--- config.mk ---
export PLATFORM = sky130hd
export DESIGN_NAME = sfc_top
export DESIGN_NICKNAME = d
export VERILOG_FILES = /design/src/rtl/sfc_crc8.v /design/src/rtl/sfc_swe_timer.v /design/src/rtl/sfc_top.v
export VERILOG_INCLUDE_DIRS = /design/src /design/src/rtl
export SDC_FILE = /design/constraint.sdc
export NUM_CORES = 1
export LEC_CHECK = 0
export ABC_AREA = 1
export ABC_CLOCK_PERIOD_IN_PS = 4550
export BUFFER_PORTS_ARGS = -buffer_cell sky130_fd_sc_hd__buf_2
export CAP_MARGIN = 20
export CORE_ASPECT_RATIO = 1.4
export CORE_MARGIN = 2
export CORE_UTILIZATION = 50
export DETAILED_ROUTE_END_ITERATION = 10
export PLACE_DENSITY = 0.77
export SLEW_MARGIN = 20
export SYNTH_ARGS = -nofsm -noshare
export SYNTH_HDL_FRONTEND = slang
export SYNTH_HIERARCHICAL = 1
export SYNTH_SLANG_ARGS = --single-unit
--- constraint.sdc ---
create_clock -name ref_clk -period 4.55 [get_ports ref_clk]
set_input_delay 0.455 -clock ref_clk [delete_from_list [all_inputs] [get_ports ref_clk]]
set_output_delay 0.455 -clock ref_clk [all_outputs]
set_load 0.05 [all_outputs]
--- src/rtl/sfc_map.vh ---
// register offsets, field positions, reset values and codes of the spi frame checker
// assumes inclusion by bare name from every design file that needs it
`ifndef SFC_MAP_VH
`define SFC_MAP_VH

`define SFC_ADDR_CRC_CTRL      7'h0A
`define SFC_ADDR_CRC_SEL       7'h0B
`define SFC_ADDR_SCRATCH_PAD   7'h0F
`define SFC_ADDR_TIMER_CFG     7'h1C
`define SFC_ADDR_INT_STAT_ONE  7'h50
`define SFC_ADDR_INT_STAT_TWO  7'h53

`define SFC_CFG_DISABLE_BIT    7
`define SFC_CFG_DUR_HI         6
`define SFC_CFG_DUR_LO         3
`define SFC_CFG_RESET          8'h48
`define SFC_CRC_EN_BIT         0
`define SFC_CRC_SEL_BIT        0

`define SFC_INT1_GLOBAL_BIT    7
`define SFC_INT1_SUMMARY_BIT   4
`define SFC_INT2_FRAME_BIT     7
`define SFC_INT2_CRC_BIT       4

`define SFC_FRAME_BITS_PLAIN   5'd16
`define SFC_FRAME_BITS_CRC     5'd24
`define SFC_CMD_WRITE          1'b1

`define SFC_CRC_POLY_DEFAULT   8'h2F
`define SFC_CRC_POLY_ALT       8'h1D
`define SFC_CRC_INIT           8'hFF
`define SFC_CRC_XOR            8'hFF
`define SFC_CRC_FILLER         8'h00

`define SFC_MODE_SLEEP         2'h0
`define SFC_MODE_RESTART       2'h1
`define SFC_MODE_STANDBY       2'h2
`define SFC_MODE_FAILSAFE      2'h3

`define SFC_CLK_HZ             125000000
`define SFC_TICK_SEC           1

// sleep-wake error timer lengths in seconds, indexed by the duration code
`define SFC_TMR_SEC_0          10'd30
`define SFC_TMR_SEC_1          10'd60
`define SFC_TMR_SEC_2          10'd90
`define SFC_TMR_SEC_3          10'd120
`define SFC_TMR_SEC_4          10'd150
`define SFC_TMR_SEC_5          10'd180
`define SFC_TMR_SEC_6          10'd210
`define SFC_TMR_SEC_7          10'd240
`define SFC_TMR_SEC_8          10'd270
`define SFC_TMR_SEC_9          10'd300
`define SFC_TMR_SEC_10         10'd360
`define SFC_TMR_SEC_11         10'd420
`define SFC_TMR_SEC_12         10'd480
`define SFC_TMR_SEC_13         10'd540
`define SFC_TMR_SEC_14         10'd570
`define SFC_TMR_SEC_15         10'd600

`endif

--- src/rtl/sfc_crc8.v ---
// combinational 8-bit crc over one 16-bit word, msb first, no reflection
// assumes the caller registers the result where timing needs it
`include "sfc_map.vh"

module sfc_crc8 (
  input  wire [15:0] data,
  input  wire        poly_alt,
  output reg  [7:0]  crc
);

  reg [7:0] poly;
  reg [7:0] acc;
  reg       fb;
  integer   i;

  always @* begin
    poly = poly_alt ? `SFC_CRC_POLY_ALT : `SFC_CRC_POLY_DEFAULT;
    acc  = `SFC_CRC_INIT;
    fb   = 1'b0;
    for (i = 15; i >= 0; i = i - 1) begin
      fb  = acc[7] ^ data[i];
      acc = {acc[6:0], 1'b0};
      if (fb) begin
        acc = acc ^ poly;
      end
    end
    crc = acc ^ `SFC_CRC_XOR;
  end

endmodule

--- src/rtl/sfc_swe_timer.v ---
// sleep-wake error timer: one-second ticks from a prescaler, duration picked by a 4-bit code
// assumes start is a one-cycle pulse and stop a pulse or held level, both from logic on the same clock
`include "sfc_map.vh"

module sfc_swe_timer #(
  parameter TICK_CYCLES = `SFC_CLK_HZ * `SFC_TICK_SEC
) (
  input  wire       ref_clk,
  input  wire       srst,
  input  wire       clk_en,
  input  wire       start,
  input  wire       stop,
  input  wire [3:0] dur_code,
  output reg        running_q,
  output reg        expired_q
);

  reg  [31:0] pre_q;
  reg  [9:0]  sec_q;
  reg  [9:0]  limit;
  wire        tick = (pre_q == TICK_CYCLES - 1);

  // duration in seconds, 30 s up to 10 min, code 9 is 5 min
  always @* begin
    case (dur_code)
      4'h0:    limit = `SFC_TMR_SEC_0;
      4'h1:    limit = `SFC_TMR_SEC_1;
      4'h2:    limit = `SFC_TMR_SEC_2;
      4'h3:    limit = `SFC_TMR_SEC_3;
      4'h4:    limit = `SFC_TMR_SEC_4;
      4'h5:    limit = `SFC_TMR_SEC_5;
      4'h6:    limit = `SFC_TMR_SEC_6;
      4'h7:    limit = `SFC_TMR_SEC_7;
      4'h8:    limit = `SFC_TMR_SEC_8;
      4'h9:    limit = `SFC_TMR_SEC_9;
      4'hA:    limit = `SFC_TMR_SEC_10;
      4'hB:    limit = `SFC_TMR_SEC_11;
      4'hC:    limit = `SFC_TMR_SEC_12;
      4'hD:    limit = `SFC_TMR_SEC_13;
      4'hE:    limit = `SFC_TMR_SEC_14;
      default: limit = `SFC_TMR_SEC_15;
    endcase
  end

  always @(posedge ref_clk) begin
    if (srst) begin
      pre_q     <= 32'h0000_0000;
      sec_q     <= 10'h000;
      running_q <= 1'b0;
      expired_q <= 1'b0;
    end else if (clk_en) begin
      expired_q <= 1'b0;
      if (start) begin
        pre_q     <= 32'h0000_0000;
        sec_q     <= 10'h000;
        running_q <= 1'b1;
      end else if (stop) begin
        running_q <= 1'b0;
      end else if (running_q) begin
        pre_q <= tick ? 32'h0000_0000 : pre_q + 32'h0000_0001;
        if (tick) begin
          if (sec_q + 10'h001 >= limit) begin
            running_q <= 1'b0;
            expired_q <= 1'b1;
          end else begin
            sec_q <= sec_q + 10'h001;
          end
        end
      end
    end
  end

endmodule

--- src/rtl/sfc_top.v ---
// spi register port with frame length and crc checks, scratchpad, sleep-wake error timer
// and the active-low reset output; spi pins and status inputs are asynchronous to ref_clk
`include "sfc_map.vh"

// Overview of operation
// without crc a frame is exactly 16 bits: command byte then data byte
// with crc a frame is exactly 24 bits: command, data, then crc byte
// port selected only while chip select low; input sampled on rising serial clock
// writes land only after exact bit count and chip select rising
// wrong bit count sets frame error, summary and global interrupt bits
// 8-bit scratchpad reads back exactly what was written
// under pin control timer starts on entry to fail-safe or restart
// wake moves sleep to restart; supply still low at expiry returns to sleep
// under spi control an enabled timer starts on fail-safe, restart, standby entry
// standby without host transaction before expiry moves to fail-safe
// timer disabled while configuration bit 7 is one; the code applies this only under spi control, not under pin control
// timer duration from config bits 6 to 3, default five minutes
// reset output low on supply undervoltage, watchdog error, or restart mode
// crc checking off after reset, enabled by crc control bit 0
// crc poly 2Fh by default, 1Dh when selected; init and xor FFh
// with crc on, reads use a zero filler data byte inside the crc
// crc mismatch sets crc error, summary and global interrupt bits
// read data shifted out on data byte, changed on falling clock
// a correctly framed transaction in standby stops the timer
module sfc_top #(
  parameter TICK_CYCLES = `SFC_CLK_HZ * `SFC_TICK_SEC
) (
  input  wire       ref_clk,
  input  wire       srst,
  input  wire       clk_en,
  input  wire       spi_cs_n,
  input  wire       spi_sclk,
  input  wire       spi_sdi,
  output wire       spi_sdo,
  output wire       spi_sdo_oe,
  input  wire       pin_control,
  input  wire       regulated_supply_undervoltage,
  input  wire       watchdog_error,
  input  wire       wake_event,
  input  wire       fail_safe_fault,
  output wire [1:0] device_mode,
  output wire       sleep_wake_error_timer_running,
  output wire       reset_out_low
);

  ////////////////////////////////////////////////////////////////////////////////
  // input synchronisers: stage one feeds stage two only

  localparam NSYNC = 8;

  wire [NSYNC-1:0] async_in = {fail_safe_fault, wake_event, watchdog_error,
                               regulated_supply_undervoltage, pin_control,
                               spi_sdi, spi_sclk, spi_cs_n};
  reg  [NSYNC-1:0] meta_q;
  reg  [NSYNC-1:0] sync_q;

  genvar g;
  generate
    for (g = 0; g < NSYNC; g = g + 1) begin : g_sync
      always @(posedge ref_clk) begin
        if (srst) begin
          meta_q[g] <= (g == 0) ? 1'b1 : 1'b0;
          sync_q[g] <= (g == 0) ? 1'b1 : 1'b0;
        end else if (clk_en) begin
          meta_q[g] <= async_in[g];
          sync_q[g] <= meta_q[g];
        end
      end
    end
  endgenerate

  wire cs_n_s  = sync_q[0];
  wire sclk_s  = sync_q[1];
  wire sdi_s   = sync_q[2];
  wire pin_s   = sync_q[3];
  wire uv_s    = sync_q[4];
  wire wd_s    = sync_q[5];
  wire wake_s  = sync_q[6];
  wire fault_s = sync_q[7];

  // previous values reset to the idle pin levels so no false edge follows reset
  reg  cs_n_prev_q;
  reg  sclk_prev_q;
  wire selected  = ~cs_n_s;
  wire cs_fall   = cs_n_prev_q & ~cs_n_s;
  wire cs_rise   = ~cs_n_prev_q & cs_n_s;
  wire sclk_rise = selected & ~sclk_prev_q & sclk_s;
  wire sclk_fall = selected & sclk_prev_q & ~sclk_s;

  ////////////////////////////////////////////////////////////////////////////////
  // registers

  reg [7:0] scratch_pad_q;
  reg [7:0] sleep_wake_timer_config_q;
  reg [7:0] interrupt_status_one_q;
  reg [7:0] interrupt_status_two_q;
  reg       crc_en_q;
  reg       crc_alt_q;

  ////////////////////////////////////////////////////////////////////////////////
  // serial shift path

  reg  [23:0] rx_q;
  reg  [4:0]  bits_q;
  reg  [15:0] tx_q;
  reg         sdo_q;
  reg  [7:0]  rd_data;
  wire [4:0]  frame_bits = crc_en_q ? `SFC_FRAME_BITS_CRC : `SFC_FRAME_BITS_PLAIN;
  wire [7:0]  cmd_byte   = crc_en_q ? rx_q[23:16] : rx_q[15:8];
  wire [7:0]  data_byte  = crc_en_q ? rx_q[15:8] : rx_q[7:0];
  wire [6:0]  addr       = (bits_q == 5'd8) ? rx_q[7:1] : cmd_byte[7:1];
  wire        is_write   = cmd_byte[0] == `SFC_CMD_WRITE;
  wire [7:0]  crc_rx;
  wire [7:0]  crc_tx;

  always @* begin
    case (addr)
      `SFC_ADDR_CRC_CTRL:     rd_data = {7'h00, crc_en_q};
      `SFC_ADDR_CRC_SEL:      rd_data = {7'h00, crc_alt_q};
      `SFC_ADDR_SCRATCH_PAD:  rd_data = scratch_pad_q;
      `SFC_ADDR_TIMER_CFG:    rd_data = sleep_wake_timer_config_q;
      `SFC_ADDR_INT_STAT_ONE: rd_data = interrupt_status_one_q;
      `SFC_ADDR_INT_STAT_TWO: rd_data = interrupt_status_two_q;
      default:                rd_data = 8'h00;
    endcase
  end

  // received crc covers the command byte and the data or zero filler byte
  sfc_crc8 u_crc_rx (
    .data     ({cmd_byte, data_byte}),
    .poly_alt (crc_alt_q),
    .crc      (crc_rx)
  );

  // answer crc covers the command byte and the returned data
  sfc_crc8 u_crc_tx (
    .data     ({rx_q[7:0], rd_data}),
    .poly_alt (crc_alt_q),
    .crc      (crc_tx)
  );

  always @(posedge ref_clk) begin
    if (srst) begin
      cs_n_prev_q <= 1'b1;
      sclk_prev_q <= 1'b0;
      rx_q        <= 24'h000000;
      bits_q      <= 5'h00;
      tx_q        <= 16'h0000;
      sdo_q       <= 1'b0;
    end else if (clk_en) begin
      cs_n_prev_q <= cs_n_s;
      sclk_prev_q <= sclk_s;
      if (cs_fall) begin
        bits_q <= 5'h00;
        sdo_q  <= 1'b0;
        // drop leftover answer bits so the command byte shifts out zeros
        tx_q   <= 16'h0000;
      end else if (sclk_rise) begin
        rx_q <= {rx_q[22:0], sdi_s};
        if (bits_q != 5'h1F) begin
          bits_q <= bits_q + 5'h01;
        end
      end else if (sclk_fall) begin
        if (bits_q == 5'd8) begin
          sdo_q <= rd_data[7];
          tx_q  <= {rd_data[6:0], crc_tx, 1'b0};
        end else begin
          sdo_q <= tx_q[15];
          tx_q  <= {tx_q[14:0], 1'b0};
        end
      end
    end
  end

  assign spi_sdo    = sdo_q;
  assign spi_sdo_oe = selected;

  ////////////////////////////////////////////////////////////////////////////////
  // frame end: length check, crc check, register write

  wire len_ok    = bits_q == frame_bits;
  wire frame_err = cs_rise & ~len_ok;
  wire crc_err   = cs_rise & len_ok & crc_en_q & (crc_rx != rx_q[7:0]);
  wire frame_ok  = cs_rise & len_ok & ~crc_err;
  wire wr_ok     = frame_ok & is_write;

  wire [7:0] set_one = {frame_err | crc_err, 2'b00, frame_err | crc_err, 4'h0};
  wire [7:0] set_two = {frame_err, 2'b00, crc_err, 4'h0};
  wire [7:0] clr_one = (wr_ok && cmd_byte[7:1] == `SFC_ADDR_INT_STAT_ONE) ? data_byte : 8'h00;
  wire [7:0] clr_two = (wr_ok && cmd_byte[7:1] == `SFC_ADDR_INT_STAT_TWO) ? data_byte : 8'h00;

  always @(posedge ref_clk) begin
    if (srst) begin
      scratch_pad_q             <= 8'h00;
      sleep_wake_timer_config_q <= `SFC_CFG_RESET;
      interrupt_status_one_q    <= 8'h00;
      interrupt_status_two_q    <= 8'h00;
      crc_en_q                  <= 1'b0;
      crc_alt_q                 <= 1'b0;
    end else if (clk_en) begin
      // write one clears; a new event in the same cycle wins
      interrupt_status_one_q <= (interrupt_status_one_q & ~clr_one) | set_one;
      interrupt_status_two_q <= (interrupt_status_two_q & ~clr_two) | set_two;
      if (wr_ok) begin
        case (cmd_byte[7:1])
          `SFC_ADDR_CRC_CTRL:    crc_en_q <= data_byte[`SFC_CRC_EN_BIT];
          `SFC_ADDR_CRC_SEL:     crc_alt_q <= data_byte[`SFC_CRC_SEL_BIT];
          `SFC_ADDR_SCRATCH_PAD: scratch_pad_q <= data_byte;
          `SFC_ADDR_TIMER_CFG:   sleep_wake_timer_config_q <= data_byte;
          default:               ;
        endcase
      end
    end
  end

  ////////////////////////////////////////////////////////////////////////////////
  // device modes and the sleep-wake error timer

  reg  [1:0] mode_q;
  reg  [1:0] mode_d;
  reg  [1:0] mode_prev_q;
  reg        reset_out_low_q;
  wire       tmr_expired;
  wire       tmr_running;
  wire       tmr_off   = sleep_wake_timer_config_q[`SFC_CFG_DISABLE_BIT] & ~pin_s;
  wire       mode_entry = mode_q != mode_prev_q;
  reg        tmr_start;

  always @* begin
    case (mode_q)
      `SFC_MODE_RESTART:  tmr_start = mode_entry & ~tmr_off;
      `SFC_MODE_FAILSAFE: tmr_start = mode_entry & ~tmr_off;
      `SFC_MODE_STANDBY:  tmr_start = mode_entry & ~tmr_off & ~pin_s;
      default:            tmr_start = 1'b0;
    endcase
  end

  wire tmr_stop = (mode_entry & ~tmr_start) | tmr_off |
                  (frame_ok & (mode_q == `SFC_MODE_STANDBY));

  sfc_swe_timer #(
    .TICK_CYCLES (TICK_CYCLES)
  ) u_wake_timer (
    .ref_clk   (ref_clk),
    .srst      (srst),
    .clk_en    (clk_en),
    .start     (tmr_start),
    .stop      (tmr_stop),
    .dur_code  (sleep_wake_timer_config_q[`SFC_CFG_DUR_HI:`SFC_CFG_DUR_LO]),
    .running_q (tmr_running),
    .expired_q (tmr_expired)
  );

  always @* begin
    mode_d = mode_q;
    case (mode_q)
      `SFC_MODE_SLEEP: begin
        if (wake_s) begin
          mode_d = `SFC_MODE_RESTART;
        end
      end
      `SFC_MODE_RESTART: begin
        if (tmr_expired && uv_s) begin
          mode_d = `SFC_MODE_SLEEP;
        end else if (!uv_s && !wd_s) begin
          mode_d = `SFC_MODE_STANDBY;
        end
      end
      `SFC_MODE_STANDBY: begin
        if (uv_s || wd_s) begin
          mode_d = `SFC_MODE_RESTART;
        end else if (fault_s || tmr_expired) begin
          mode_d = `SFC_MODE_FAILSAFE;
        end
      end
      `SFC_MODE_FAILSAFE: begin
        if (tmr_expired) begin
          mode_d = `SFC_MODE_SLEEP;
        end else if (wake_s) begin
          mode_d = `SFC_MODE_RESTART;
        end
      end
      default: mode_d = `SFC_MODE_RESTART;
    endcase
  end

  // reset output follows the next mode so it falls together with restart entry
  always @(posedge ref_clk) begin
    if (srst) begin
      mode_q          <= `SFC_MODE_RESTART;
      mode_prev_q     <= `SFC_MODE_SLEEP;
      reset_out_low_q <= 1'b0;
    end else if (clk_en) begin
      mode_q          <= mode_d;
      mode_prev_q     <= mode_q;
      reset_out_low_q <= ~(uv_s | wd_s | (mode_d == `SFC_MODE_RESTART));
    end
  end

  assign device_mode                    = mode_q;
  assign sleep_wake_error_timer_running = tmr_running;
  assign reset_out_low                  = reset_out_low_q;

endmodule

==> results.json <==
{
  "antenna_found_initial": 0,
  "core_area_sq_um": 23400,
  "grt_use_total_pct": 25.4,
  "die_w_um": 134,
  "ir_worst_vdd_mv": 0.243,
  "die_h_um": 187,
  "clk_latency_ns": 0.44,
  "fillers": 2033,
  "dr.pass1.iters": 7,
  "reg2reg_depth": 43,
  "total_power_w": 0.00339,
  "yosysTopAreaCellShare_pct": 24.5,
  "synth_warnings": 6,
  "relSlewSlack_pct": 54.0,
  "clkSinkCount": 146,
  "clockBufferDepth": 2,
  "ys_async_sr_fraction_pct": 0,
  "crit_fanout": 7,
  "wl_per_cell_um": 14.3,
  "clock_skew_ns": 0.0129,
  "clockRootBuffer": "clkbuf_16",
  "drt-initial-drc-count": 809,
  "pre_cts_ws_ns": -0.367,
  "post-route-util_pct": 62.7,
  "ys_ff_latch": 146,
  "grt_pass1_vias": 12000,
  "clock.fmax_mhz": 214,
  "synth_edf_count": 0,
  "layout_min_cycle_time_ns": 4.68,
  "post-dp-hpwl_um": 23700,
  "clkSlewWorstSetupHoldPaths_ns": 0.07,
  "grt_pass1_wl_um": 53500,
  "cts_made_buffers": 17,
  "leakage_nw": 6.68,
  "grt_max_degree": 48,
  "numPortBuffers": 16,
  "initial_core_util_pct": 51.0,
  "ys.flop_type": "dfxtp_1",
  "placed_cells": 2359,
  "cts.htree.levels": 4,
  "yosysMostFrequentCell": "nand2_1",
  "violations": "setup timing",
  "routabilityCongestion": 0.941,
  "crit_family": "simple AND/OR/NAND/NOR gates",
  "synthesis.area_sq_um": 11900,
  "final_layout_size_suffix_gt1_share_pct": 26.5,
  "antenna_cells": 0,
  "finalWorstSetupSlack_ns": -0.128,
  "p_per_area_nw_per_um2": 232,
  "grt-ovfl-total": 0,
  "setup_violations": 31,
  "worst_setup_path_start_kind": "flop",
  "cts_tree": "done",
  "vias": 13100,
  "num_rows": 66,
  "run_status": "complete, but fails checks",
  "stdcell_count": 2421,
  "slowest_stage": "dfxtp_4",
  "num_io_pins": 17,
  "path_depth": 43,
  "syn_area_per_cell_sq_um": 5.96,
  "required_ns": 4.91,
  "setup_tns_ns": -1.80,
  "yosys.area.top_type": "dfxtp_1",
  "critPathMaxStageDelay_ns": 0.40,
  "finalNetCount": 2136,
  "postSynthCellCount": 2000,
  "hold_depth": 3,
  "drv_slew": 0,
  "synth_area_leaders": "dfxtp_1 25%, nand2_1 21%, nand3_1 7.9%, nor2_1 6.8%, inv_1 6.6%",
  "die_area_sq_um": 25100,
  "hold_viol": 0,
  "syn_to_final_growth_pct": 22.9,
  "grt_setup_unrepaired": "true",
  "path_buf_inv": 10,
  "critPathKind": "reg -> reg",
  "drc": 0,
  "cp.arrival_ns": 5.04,
  "synth.yosys.seq_area_share_pct": 24.5,
  "synthDistinctLibCells": 51,
  "synth_fp_nets": 2034,
  "drtAntennaViolNets": 0,
  "cp_common_cell": "nand2_1",
  "endpoint_kind": "flop",
  "avgViaCountPerCell": 5.39,
  "routed_wl_um": 34600,
  "yosys-top-cells-count": "660 x nand2_1, 215 x nor2_1, 211 x inv_1",
  "layout_worst_path_cycle_share_pct": 103,
  "tightest_slew_ns": 0.690,
  "cap_violations": 0,
  "hold_path_class": "in -> reg"
}
[layout by cell type (no fill, tap or decap), types with 18 or more instances in the layout]
master	n
nand2_1	575
nor2_1	195
inv_1	191
nand3_1	161
dfxtp_1	143
nand2_2	116
buf_4	97
o21ai_0	83
a21oi_1	70
nand2_4	53
inv_2	51
nand3_2	38
nand4_1	34
nor2_2	28
ha_1	22
clkbuf_16	19
o21ai_1	18
xor2_1	18
nand3_4	18
[worst paths after layout]
kind / start / end / slack (ns)
max: crc_en_q / u_wake_timer/pre_q[15] / -0.13
min: spi_sdi / meta_q[2] / 0.25
max reg2reg: crc_en_q / u_wake_timer/pre_q[15] / -0.13
min reg2reg: interrupt_status_one_q[3] / interrupt_status_one_q[3] / 0.46
[flip-flops by register name, summed over array words and instances, names as in the netlist, 2 cells and up]
signal and cells:
bits_q 5, device_mode 2, interrupt_status_one_q 8, interrupt_status_two_q 8, meta_q 8, mode_prev_q 2
rx_q 24, scratch_pad_q 8, sleep_wake_timer_config_q 8, tx_q 15, u_wake_timer/pre_q 32, u_wake_timer/sec_q 10
[area by class of cell]
type                       instances  area, sq um  share of cell area (%)
clock buffer                      17          425                    2.90
clock inverter                    15          181                    1.24
inverter                         254         1000                    6.83
multi-input combinational       1547         8600                    58.7
sequential                       146         2930                    20.0
tap                              306          383                    2.61
timing repair buffer             136         1130                    7.70
[power by group]
group / leakage (nW) / total [W] / switching [W] / internal (W)
clock network: 0.294 / 0.00148 / 0.000641 / 0.000835
logic: 5.21 / 0.000577 / 0.000360 / 0.000217
registers: 1.18 / 0.00134 / 0.0000309 / 0.00131
[timing repair]
action,CTS,global route
hold buffers,0,0
cloned,0,4
endpoints found under the hold margin,0,0
setup endpoints to repair,43,77
setup buffers,6,22
resized for setup,29,251
pin swaps,18,109
[tightest hold or removal path, cell delays in order]
cell	delay (ns)
buf_2	0.08
nor2_1	0.03
nor2_1	0.09
[stage by stage]
stage                     instance area (sq um)  hold slack [ns]
final                                     14600            0.249
after CTS                                 13500            0.246
after floorplan                           11900            0.429
after detailed placement                  12800            0.441
after global routing                      14600            0.261
after global placement                    12800            0.436
[cell families (layout without fill, tap and decap cells)]
family                   Yosys count  in the layout  share of synthesized area [%]
AO/OA/AOI/OAI                    199            199                           8.91
buffers and inverters            309            422                           11.0
AND/OR/NAND/NOR                 1287           1289                           50.2
flip-flops                       146            146                           24.5
XOR/XNOR                          36             36                           2.96
adder cells (fa/ha/maj)           23             23                           2.41
[layer usage]
layer | part of all wire [%] | global-route usage, % | up-vias | wire, um
li1 | - | - | 6540 | -
met1 | 38 | 28.0 | 5993 | 13200
met5 | 0 | 0 | - | 0
met2 | 53 | 47.6 | 417 | 18500
met4 | 4.1 | 11.6 | 0 | 1420
met3 | 4.2 | 3.10 | 111 | 1460
No activity file was read; power rests on OpenSTA's default activity.
